### src/logic/tpg_pkg.sv
// Constants for the 16-bit pulse generator / capture timer.
// Assumes a classic Wishbone slave with 32-bit data, byte addresses.
package tpg_pkg;
  localparam int          CNT_W        = 16;
  localparam int          AW           = 8;
  // Register byte offsets
  localparam logic [7:0]  ADR_RUN      = 8'h00;
  localparam logic [7:0]  ADR_MODE     = 8'h04;
  localparam logic [7:0]  ADR_FFCR     = 8'h08;
  localparam logic [7:0]  ADR_DUTY     = 8'h0C;
  localparam logic [7:0]  ADR_PERIOD   = 8'h10;
  localparam logic [7:0]  ADR_CAPT     = 8'h14;
  localparam logic [7:0]  ADR_STATUS   = 8'h18;
  localparam logic [7:0]  ADR_IEN      = 8'h1C;
  // Run register fields
  localparam int          RUN_RUN_B    = 0;
  localparam int          RUN_PRUN_B   = 2;
  localparam int          RUN_DBUF_B   = 7;
  // Mode register fields
  localparam int          MOD_CLK_LO   = 0;
  localparam int          MOD_CLR_B    = 2;
  localparam int          MOD_CPM_LO   = 3;
  // Flop control fields
  localparam int          FF_CTL_LO    = 0;
  localparam int          FF_CAPT_B    = 4;
  localparam int          FF_DUTY_B    = 2;
  localparam int          FF_PER_B     = 3;
  localparam logic [1:0]  FF_CODE_INV  = 2'h0;
  localparam logic [1:0]  FF_CODE_SET  = 2'h1;
  localparam logic [1:0]  FF_CODE_CLR  = 2'h2;
  // Capture modes
  localparam logic [1:0]  CPM_OFF      = 2'h0;
  localparam logic [1:0]  CPM_RISE     = 2'h1;
  localparam logic [1:0]  CPM_PWIDTH   = 2'h2;
  // Interrupt enable bits
  localparam int          IE_DUTY_B    = 0;
  localparam int          IE_PER_B     = 1;
  // Prescaler taps: clock select 1,2,3 divide by two to the power of tap plus one (4, 16, 256)
  localparam int          PS_W         = 8;
  localparam int          PS_TAP1      = 1;
  localparam int          PS_TAP2      = 3;
  localparam int          PS_TAP3      = 7;
  localparam logic [15:0] CNT_ZERO     = 16'h0000;
  localparam logic [15:0] CNT_MAX      = 16'hFFFF;
  localparam logic [31:0] RD_UNMAPPED  = 32'h00000000;
endpackage

### src/logic/tpg_prescaler.sv
// Free-running prescaler giving one-cycle ticks for the counter clock.
// Assumes the run control bit comes from the same clock domain.
`timescale 1ns/1ps
module tpg_prescaler (
  input  wire logic       mclk,
  input  wire logic       rstn,
  input  wire logic       prun,
  input  wire logic [1:0] sel,
  output logic            tick
);
  import tpg_pkg::*;

  logic [PS_W-1:0] div_ff;
  logic [PS_W-1:0] nxt_div;
  logic            hit;

  always_comb begin
    nxt_div = div_ff + 8'h01;
    if (sel == 2'h1) begin
      hit = (div_ff[PS_TAP1:0] == {(PS_TAP1+1){1'b1}});
    end else if (sel == 2'h2) begin
      hit = (div_ff[PS_TAP2:0] == {(PS_TAP2+1){1'b1}});
    end else if (sel == 2'h3) begin
      hit = (div_ff[PS_TAP3:0] == {(PS_TAP3+1){1'b1}});
    end else begin
      hit = 1'b0;
    end
  end

  always_ff @(posedge mclk) begin
    if (!rstn || !prun) begin
      div_ff <= '0;
      tick   <= 1'b0;
    end else begin
      div_ff <= nxt_div;
      tick   <= hit;
    end
  end
endmodule

### src/logic/tpg_timer.sv
// 16-bit timer with duty/period compares, toggle flop and capture register.
// Assumes a classic Wishbone master on mclk; trigger pin is asynchronous.
// Functional notes
// - Toggle flop inverts on duty or period match
// - Toggle flop state drives pulse output pin
// - Initial flop state sets pulse polarity
// - Buffered duty loads on period match
// - Compare values one through zero meaning 65536
// - Zero compare matches on counter overflow
// - Mode low bits select prescaler clock
// - Rising trigger edge captures the counter
// - Rising trigger edge raises external interrupt
// - Both enable bits allow both inversions
// - Capture may invert the toggle flop
// - Pulse-width mode interrupts on falling edge
`timescale 1ns/1ps
module tpg_timer (
  input  wire logic                   mclk,
  input  wire logic                   rstn,
  input  wire logic                   wb_cyc_i,
  input  wire logic                   wb_stb_i,
  input  wire logic                   wb_we_i,
  input  wire logic [tpg_pkg::AW-1:0] wb_adr_i,
  input  wire logic [3:0]             wb_sel_i,
  input  wire logic [31:0]            wb_dat_i,
  output logic      [31:0]            wb_dat_o,
  output logic                        wb_ack_o,
  input  wire logic                   trigger_in_pin,
  output logic                        pulse_out_pin,
  output logic                        ext_trigger_irq,
  output logic                        duty_match_irq,
  output logic                        period_match_irq
);
  import tpg_pkg::*;

  ////////////////////////////////////////////////////////////////////////
  logic [7:0]       run_ff;
  logic [5:0]       mode_ff;
  logic [4:0]       ffcr_ff;
  logic [15:0]      duty_buf_ff;
  logic [15:0]      duty_compare_reg;
  logic [15:0]      period_compare_reg;
  logic [15:0]      first_capture_reg;
  logic [15:0]      up_counter;
  logic             toggle_flop;
  logic [1:0]       ien_ff;
  logic [2:0]       sts_ff;
  logic             trg_s1_ff;
  logic             trg_s2_ff;
  logic             trg_d_ff;
  logic             tick;
  logic             wr;
  logic             rd_ack;
  logic             ovf;
  logic             duty_hit;
  logic             per_hit;
  logic             rise;
  logic             fall;
  logic             capt;
  logic             clr_mode;
  logic [1:0]       capture_mode_sel;
  logic             invert_on_duty_match;
  logic             invert_on_period_match;
  logic [15:0]      nxt_cnt;

  assign wr                     = wb_cyc_i && wb_stb_i && wb_we_i && !wb_ack_o;
  assign rd_ack                 = wb_cyc_i && wb_stb_i && !wb_ack_o;
  assign capture_mode_sel       = mode_ff[MOD_CPM_LO+1:MOD_CPM_LO];
  assign clr_mode               = mode_ff[MOD_CLR_B];
  assign invert_on_duty_match   = ffcr_ff[FF_DUTY_B];
  assign invert_on_period_match = ffcr_ff[FF_PER_B];

  ////////////////////////////////////////////////////////////////////////
  // Counter clock
  // Prescaler tap select
  tpg_prescaler u_ps (
    .mclk (mclk),
    .rstn (rstn),
    .prun (run_ff[RUN_PRUN_B]),
    .sel  (mode_ff[MOD_CLK_LO+1:MOD_CLK_LO]),
    .tick (tick)
  );

  ////////////////////////////////////////////////////////////////////////
  // Trigger pin synchroniser and edges
  always_ff @(posedge mclk) begin
    if (!rstn) begin
      trg_s1_ff <= 1'b0;
      trg_s2_ff <= 1'b0;
      trg_d_ff  <= 1'b0;
    end else begin
      trg_s1_ff <= trigger_in_pin;
      trg_s2_ff <= trg_s1_ff;
      trg_d_ff  <= trg_s2_ff;
    end
  end
  assign rise = trg_s2_ff && !trg_d_ff;
  assign fall = !trg_s2_ff && trg_d_ff;
  assign capt = rise && (capture_mode_sel != CPM_OFF);

  ////////////////////////////////////////////////////////////////////////
  // Compare matches
  assign ovf     = tick && (up_counter == CNT_MAX);
  assign duty_hit = tick && ((duty_compare_reg == CNT_ZERO) ? (up_counter == CNT_MAX)
                    : (up_counter == duty_compare_reg - 16'h0001));
  assign per_hit  = tick && ((period_compare_reg == CNT_ZERO) ? (up_counter == CNT_MAX)
                    : (up_counter == period_compare_reg - 16'h0001));

  always_comb begin
    nxt_cnt = up_counter + 16'h0001;
    if (per_hit && clr_mode) begin
      nxt_cnt = CNT_ZERO;
    end
  end

  always_ff @(posedge mclk) begin
    if (!rstn || !run_ff[RUN_RUN_B]) begin
      up_counter <= CNT_ZERO;
    end else if (tick) begin
      up_counter <= nxt_cnt;
    end
  end

  ////////////////////////////////////////////////////////////////////////
  // Capture register
  always_ff @(posedge mclk) begin
    if (!rstn) begin
      first_capture_reg <= CNT_ZERO;
    end else if (capt) begin
      first_capture_reg <= up_counter;
    end
  end

  ////////////////////////////////////////////////////////////////////////
  // Duty buffer and active compare registers
  always_ff @(posedge mclk) begin
    if (!rstn) begin
      duty_buf_ff        <= CNT_ZERO;
      duty_compare_reg   <= CNT_ZERO;
      period_compare_reg <= CNT_ZERO;
    end else begin
      if (wr && wb_adr_i == ADR_DUTY) begin
        duty_buf_ff <= wb_dat_i[15:0];
      end
      if (wr && wb_adr_i == ADR_PERIOD) begin
        period_compare_reg <= wb_dat_i[15:0];
      end
      if (run_ff[RUN_DBUF_B]) begin
        if (per_hit) begin
          duty_compare_reg <= duty_buf_ff;
        end
      end else if (wr && wb_adr_i == ADR_DUTY) begin
        duty_compare_reg <= wb_dat_i[15:0];
      end
    end
  end

  ////////////////////////////////////////////////////////////////////////
  // Toggle flop
  always_ff @(posedge mclk) begin
    if (!rstn) begin
      toggle_flop <= 1'b0;
    end else if (wr && wb_adr_i == ADR_FFCR && wb_dat_i[1:0] == FF_CODE_CLR) begin
      toggle_flop <= 1'b0;
    end else if (wr && wb_adr_i == ADR_FFCR && wb_dat_i[1:0] == FF_CODE_SET) begin
      toggle_flop <= 1'b1;
    end else if (wr && wb_adr_i == ADR_FFCR && wb_dat_i[1:0] == FF_CODE_INV) begin
      toggle_flop <= !toggle_flop;
    end else if ((duty_hit && invert_on_duty_match) || (per_hit && invert_on_period_match)
                 || (capt && ffcr_ff[FF_CAPT_B])) begin
      toggle_flop <= !toggle_flop;
    end
  end
  always_ff @(posedge mclk) begin
    if (!rstn) begin
      pulse_out_pin <= 1'b0;
    end else begin
      pulse_out_pin <= toggle_flop;
    end
  end

  ////////////////////////////////////////////////////////////////////////
  // Control registers
  always_ff @(posedge mclk) begin
    if (!rstn) begin
      run_ff  <= 8'h00;
      mode_ff <= 6'h00;
      ffcr_ff <= 5'h00;
      ien_ff  <= 2'h0;
    end else if (wr && wb_sel_i[0]) begin
      if (wb_adr_i == ADR_RUN) begin
        run_ff <= wb_dat_i[7:0];
      end else if (wb_adr_i == ADR_MODE) begin
        mode_ff <= wb_dat_i[5:0];
      end else if (wb_adr_i == ADR_FFCR) begin
        ffcr_ff <= {wb_dat_i[4:2], 2'h3};
      end else if (wb_adr_i == ADR_IEN) begin
        ien_ff <= wb_dat_i[1:0];
      end
    end
  end

  ////////////////////////////////////////////////////////////////////////
  // Event pulses and sticky status (set wins over write-one-clear)
  always_ff @(posedge mclk) begin
    if (!rstn) begin
      ext_trigger_irq  <= 1'b0;
      duty_match_irq   <= 1'b0;
      period_match_irq <= 1'b0;
      sts_ff           <= 3'h0;
    end else begin
      ext_trigger_irq  <= (capture_mode_sel == CPM_PWIDTH) ? fall : rise;
      duty_match_irq   <= duty_hit && ien_ff[IE_DUTY_B];
      period_match_irq <= per_hit && ien_ff[IE_PER_B];
      sts_ff <= (sts_ff & ~((wr && wb_adr_i == ADR_STATUS) ? wb_dat_i[2:0] : 3'h0))
                | {per_hit, duty_hit,
                   (capture_mode_sel == CPM_PWIDTH) ? fall : rise};
    end
  end

  ////////////////////////////////////////////////////////////////////////
  // Wishbone answer: one wait state, ack for one cycle
  always_ff @(posedge mclk) begin
    if (!rstn) begin
      wb_ack_o <= 1'b0;
      wb_dat_o <= RD_UNMAPPED;
    end else begin
      wb_ack_o <= rd_ack;
      if (rd_ack && !wb_we_i) begin
        if (wb_adr_i == ADR_RUN) begin
          wb_dat_o <= {24'h000000, run_ff};
        end else if (wb_adr_i == ADR_MODE) begin
          wb_dat_o <= {26'h0000000, mode_ff};
        end else if (wb_adr_i == ADR_FFCR) begin
          wb_dat_o <= {27'h0000000, ffcr_ff};
        end else if (wb_adr_i == ADR_DUTY) begin
          wb_dat_o <= {16'h0000, duty_buf_ff};
        end else if (wb_adr_i == ADR_PERIOD) begin
          wb_dat_o <= {16'h0000, period_compare_reg};
        end else if (wb_adr_i == ADR_CAPT) begin
          wb_dat_o <= {16'h0000, first_capture_reg};
        end else if (wb_adr_i == ADR_STATUS) begin
          wb_dat_o <= {12'h000, up_counter, toggle_flop, sts_ff};
        end else if (wb_adr_i == ADR_IEN) begin
          wb_dat_o <= {30'h00000000, ien_ff};
        end else begin
          wb_dat_o <= RD_UNMAPPED;
        end
      end
    end
  end

  ////////////////////////////////////////////////////////////////////////
  // Checks
  // Pin follows flop
  pin_follow_a: assert property (@(posedge mclk) disable iff (!rstn)
    pulse_out_pin == $past(toggle_flop)) else $error("pin not following flop");
  duty_inv_a: assert property (@(posedge mclk) disable iff (!rstn)
    (duty_hit && invert_on_duty_match && !per_hit && !capt && !wr) |=> toggle_flop != $past(toggle_flop))
    else $error("no inversion on duty match");
  no_inv_a: assert property (@(posedge mclk) disable iff (!rstn)
    (!invert_on_duty_match && !invert_on_period_match && !ffcr_ff[FF_CAPT_B] && !wr)
    |=> toggle_flop == $past(toggle_flop)) else $error("spurious inversion");
  dbuf_copy_a: assert property (@(posedge mclk) disable iff (!rstn)
    (run_ff[RUN_DBUF_B] && per_hit) |=> duty_compare_reg == $past(duty_buf_ff))
    else $error("duty buffer not copied");
  zero_ovf_a: assert property (@(posedge mclk) disable iff (!rstn)
    (period_compare_reg == CNT_ZERO) |-> (per_hit == ovf)) else $error("zero compare wrong");
  capt_val_a: assert property (@(posedge mclk) disable iff (!rstn)
    capt |=> first_capture_reg == $past(up_counter)) else $error("capture missed");
  trig_irq_a: assert property (@(posedge mclk) disable iff (!rstn)
    (rise && capture_mode_sel != CPM_PWIDTH) |=> ext_trigger_irq) else $error("no trigger irq");
  fall_irq_a: assert property (@(posedge mclk) disable iff (!rstn)
    (fall && capture_mode_sel == CPM_PWIDTH) |=> ext_trigger_irq) else $error("no fall irq");
  per_irq_a: assert property (@(posedge mclk) disable iff (!rstn)
    period_match_irq |-> $past(per_hit) && $past(ien_ff[IE_PER_B])) else $error("bad period irq");
  cnt_clr_a: assert property (@(posedge mclk) disable iff (!rstn)
    (per_hit && clr_mode && run_ff[RUN_RUN_B]) |=> up_counter == CNT_ZERO)
    else $error("counter not cleared");
  ppg_cov_c: cover property (@(posedge mclk) per_hit && invert_on_period_match);
  dbuf_cov_c: cover property (@(posedge mclk) run_ff[RUN_DBUF_B] && per_hit);
  capt_cov_c: cover property (@(posedge mclk) capt && ffcr_ff[FF_CAPT_B]);
endmodule

### config.mk
export PLATFORM = sky130hd
export DESIGN_NAME = tpg_timer
export DESIGN_NICKNAME = d
export VERILOG_FILES = /design/src/logic/tpg_pkg.sv /design/src/logic/tpg_prescaler.sv /design/src/logic/tpg_timer.sv
export SDC_FILE = /design/constraint.sdc
export NUM_CORES = 1
export LEC_CHECK = 0
export ABC_AREA = 1
export BUFFER_PORTS_ARGS = -buffer_cell sky130_fd_sc_hd__clkbuf_2
export CELL_PAD_IN_SITES_DETAIL_PLACEMENT = 0
export CELL_PAD_IN_SITES_GLOBAL_PLACEMENT = 1
export CORE_MARGIN = 3
export CORE_UTILIZATION = 38
export CTS_CLUSTER_SIZE = 12
export DETAILED_ROUTE_END_ITERATION = 10
export HOLD_SLACK_MARGIN = 0.08
export PLACE_DENSITY = 0.81
export SYNTH_ARGS = -nofsm -noshare
export SYNTH_HDL_FRONTEND = slang
export SYNTH_SLANG_ARGS = --single-unit
### constraint.sdc
create_clock -name mclk -period 2.1 [get_ports mclk]
set_clock_uncertainty 0.2 [all_clocks]
set_input_delay 0.42 -clock mclk [delete_from_list [all_inputs] [get_ports mclk]]
set_output_delay 0.42 -clock mclk [all_outputs]
set_load 0.05 [all_outputs]
==> results.yml <==
outcome:
  outcome: "finished, violations left"
  violations: "setup timing"
yosys:
  synthFlopType: "dfxtp_1"
  yosys_warnings: 0
  ys_seq_area_share_pct: 38.1
  synth_cell_type_count: 48
  async_flop_share_pct: 0
  synth_seq_cells: 141
  synth_edf_count: 0
  avgSynthCellArea_um2: 6.63
  netlist_instances: 1118
  synth_area_um2: 7410
layout:
  final_common_cell: "nand2_1"
  finalNetCount: 1370
  finalNonFillerCells: 1588
  final_cell_mix: "245 x nand2_1, 150 x buf_4, 137 x nor2_1"
  fillers: 1861
  largest_reg_flops: 20
  area_growth_pct: 34.1
  diodes: 0
  regMostFlops: "wb_dat_o"
  drive_above_1_share_pct: 24.2
clocking:
  numCtsBuffers: 17
  clock_tree.root_cell: "clkbuf_16"
  htree_levels: 4
  clockBufferDepth: 2
  worstSkewPairLatency_ns: 0.43
  cts_sinks: 141
  cts_tree: "built"
  clkTransAtPathRegs_ns: 0.07
worst_setup_path:
  critPathBufInv: 4
  crit_path_max_fanout: 23
  slowest_stage: "dfxtp_2"
  crit_top_cell: "nand2_1"
  cpLargestDelayFamily: "simple AND/OR/NAND/NOR gates"
  worst-endpoint-required_ns: 2.23
  cp.arrival_ns: 2.49
  worstSetupPathType: "reg2reg"
  crit_chain: "inv_2, ha_4, inv_4, nor2_8, nand2_1, inv_1, nand4_1, a31oi_2, nor2_2, nand2_2, nand2_2, o21ai_4, buf_12, nand2_1, nand2_1, nor2_1"
  endpoint_kind: "register"
  startpoint_type: "register"
  slowest_delay_ns: 0.32
detailed_routing:
  dr_wl_met3_um: 1250
  wl_met1_um: 11400
  wire_per_inst_um: 14.4
  ant_nets: 0
  top_layer: "met4"
  drt-initial-drc-count: 559
  routed_wl_um: 22900
  drc: 0
  viasPerCell: 4.83
  firstDrtPassIters: 5
  vias: 7676
  wl_met2_um: 9780
power:
  p_comb_share_pct: 4.9
  power_frac_clock_pct: 52.1
  power_mw: 6.27
  p_sw_share_pct: 23.5
  cellPowerDensity_nw_per_um2: 631
  pwr-share-seq_pct: 43.0
  vdd_drop_max_mv: 0.553
  p_int_mw: 4.79
  p_switching_mw: 1.47
  p_leak_nw: 4.62
sta:
  rsz0062_at_grt: "true"
  tightestPinTransition_ns: 0.680
  post-route-period-util_pct: 112
  maxSlewHeadroom_pct: 54.2
  final-hold-violation-count: 0
  maxSlewViolCount: 0
  setup_viol: 32
  post-route-min-period_ns: 2.36
  setup_slack_ns: -0.258
  fmax_ghz: 0.424
place:
  place_congestion: 0.883
  port_buffers: 55
  dp_cells: 1542
  dpl.hpwl_um: 17200
grt:
  grt_remaining_overflow: 0
  grt_pass1_vias: 7190
  antenna_found_initial: 0
  grt_pass1_wl_um: 37100
  grt_usage_pct: 21.7
  grt_max_degree: 66
run:
  maxCapViolCount: 0
floorplanning:
  chipWidth_um: 146
  die_h_um: 146
  ios: 87
  die-area_um2: 21200
  start_util_pct: 39.1
  core_area_um2: 19000
  std_cell_rows: 50
hold_path:
  worstHoldPathType: "in2reg"
[cell type report]
cell class / instances / area [um^2] / area share, %
clock buffer: 18 / 439 / 4.42
clock inverter: 13 / 190 / 1.91
sequential: 141 / 2830 / 28.5
timing repair buffer: 223 / 1640 / 16.5
multi-input combinational: 801 / 4010 / 40.3
inverter: 132 / 500 / 5.04
tap: 260 / 325 / 3.27
[cells in the mapped netlist, types with 13 or more instances]
library cell	n	area (um^2)
nand2_1	255	957
nor2_1	150	563
dfxtp_1	141	2820
inv_1	127	477
o21ai_0	110	551
a21oi_1	100	500
nand3_1	46	230
clkbuf_1	29	109
xor2_1	15	131
nor3_1	14	70.1
buf_4	13	97.6
[worst register-to-register path, delay by kind of cell (launching register included)]
kind / cells / cell delay [ns]
simple gates: 9 / 0.82
buf+inv: 4 / 0.40
compound gates: 2 / 0.36
flops: 1 / 0.32
fa+ha+maj: 1 / 0.16
[final timing paths]
path                          from  cells past startpoint  slack [ns]                      to
max          period_compare_reg[0]                     16       -0.26    duty_compare_reg[12]
min                   wb_dat_i[11]                      3         0.1  period_compare_reg[11]
max reg2reg  period_compare_reg[0]                     16       -0.26    duty_compare_reg[12]
min reg2reg              trg_s1_ff                      2        0.23               trg_s2_ff
[cell families after synthesis]
| logic type | after synthesis | share of synthesized area (%) |
|---|---|---|
| other cells | 1 | 0.0506 |
| compound gates | 253 | 18.6 |
| fa+ha+maj | 4 | 0.676 |
| simple gates | 506 | 28.7 |
| xor+xnor | 26 | 3.26 |
| buf+inv | 187 | 10.5 |
| flops | 141 | 38.1 |
[routing by layer]
layer,GRT usage (%),up-vias
li1,-,3999
met1,31.8,3432
met2,32.5,211
met3,3.05,34
met4,7.74,0
met5,0,-
[power groups by stage]
stage	Clock (mW)	Combinational [mW]	Sequential (mW)
floorplan	0	0.164	2.78
global placement	0	0.287	2.75
detailed placement	0	0.286	2.75
CTS	3.31	0.302	2.69
global route	3.42	0.330	2.69
finish	3.27	0.306	2.69
[metrics by stage]
step	TNS [ns]	util (%)	hold slack [ns]	area (um^2)	setup slack (ns)
5_1_grt	-12.86	52.4	0.119	9930	-0.432
3_5_place_dp	-12.95	47.5	0.206	9010	-0.333
6_report	-5.95	52.4	0.0955	9930	-0.258
3_3_place_gp	-10.19	47.5	0.212	9010	-0.324
4_1_cts	-6.23	51.8	0.0865	9820	-0.230
2_1_floorplan	0	-	0.190	7470	0.0135
[repair_timing]
item	4_1_cts	5_1_grt
setup endpoints to repair	36	38
resized for setup	23	29
gates cloned	0	1
pin swaps	4	10
endpoints found under the hold margin	17	0
hold buffers	9	0
setup buffers	2	3
Note: power is estimated with default switching activity, not from simulation.
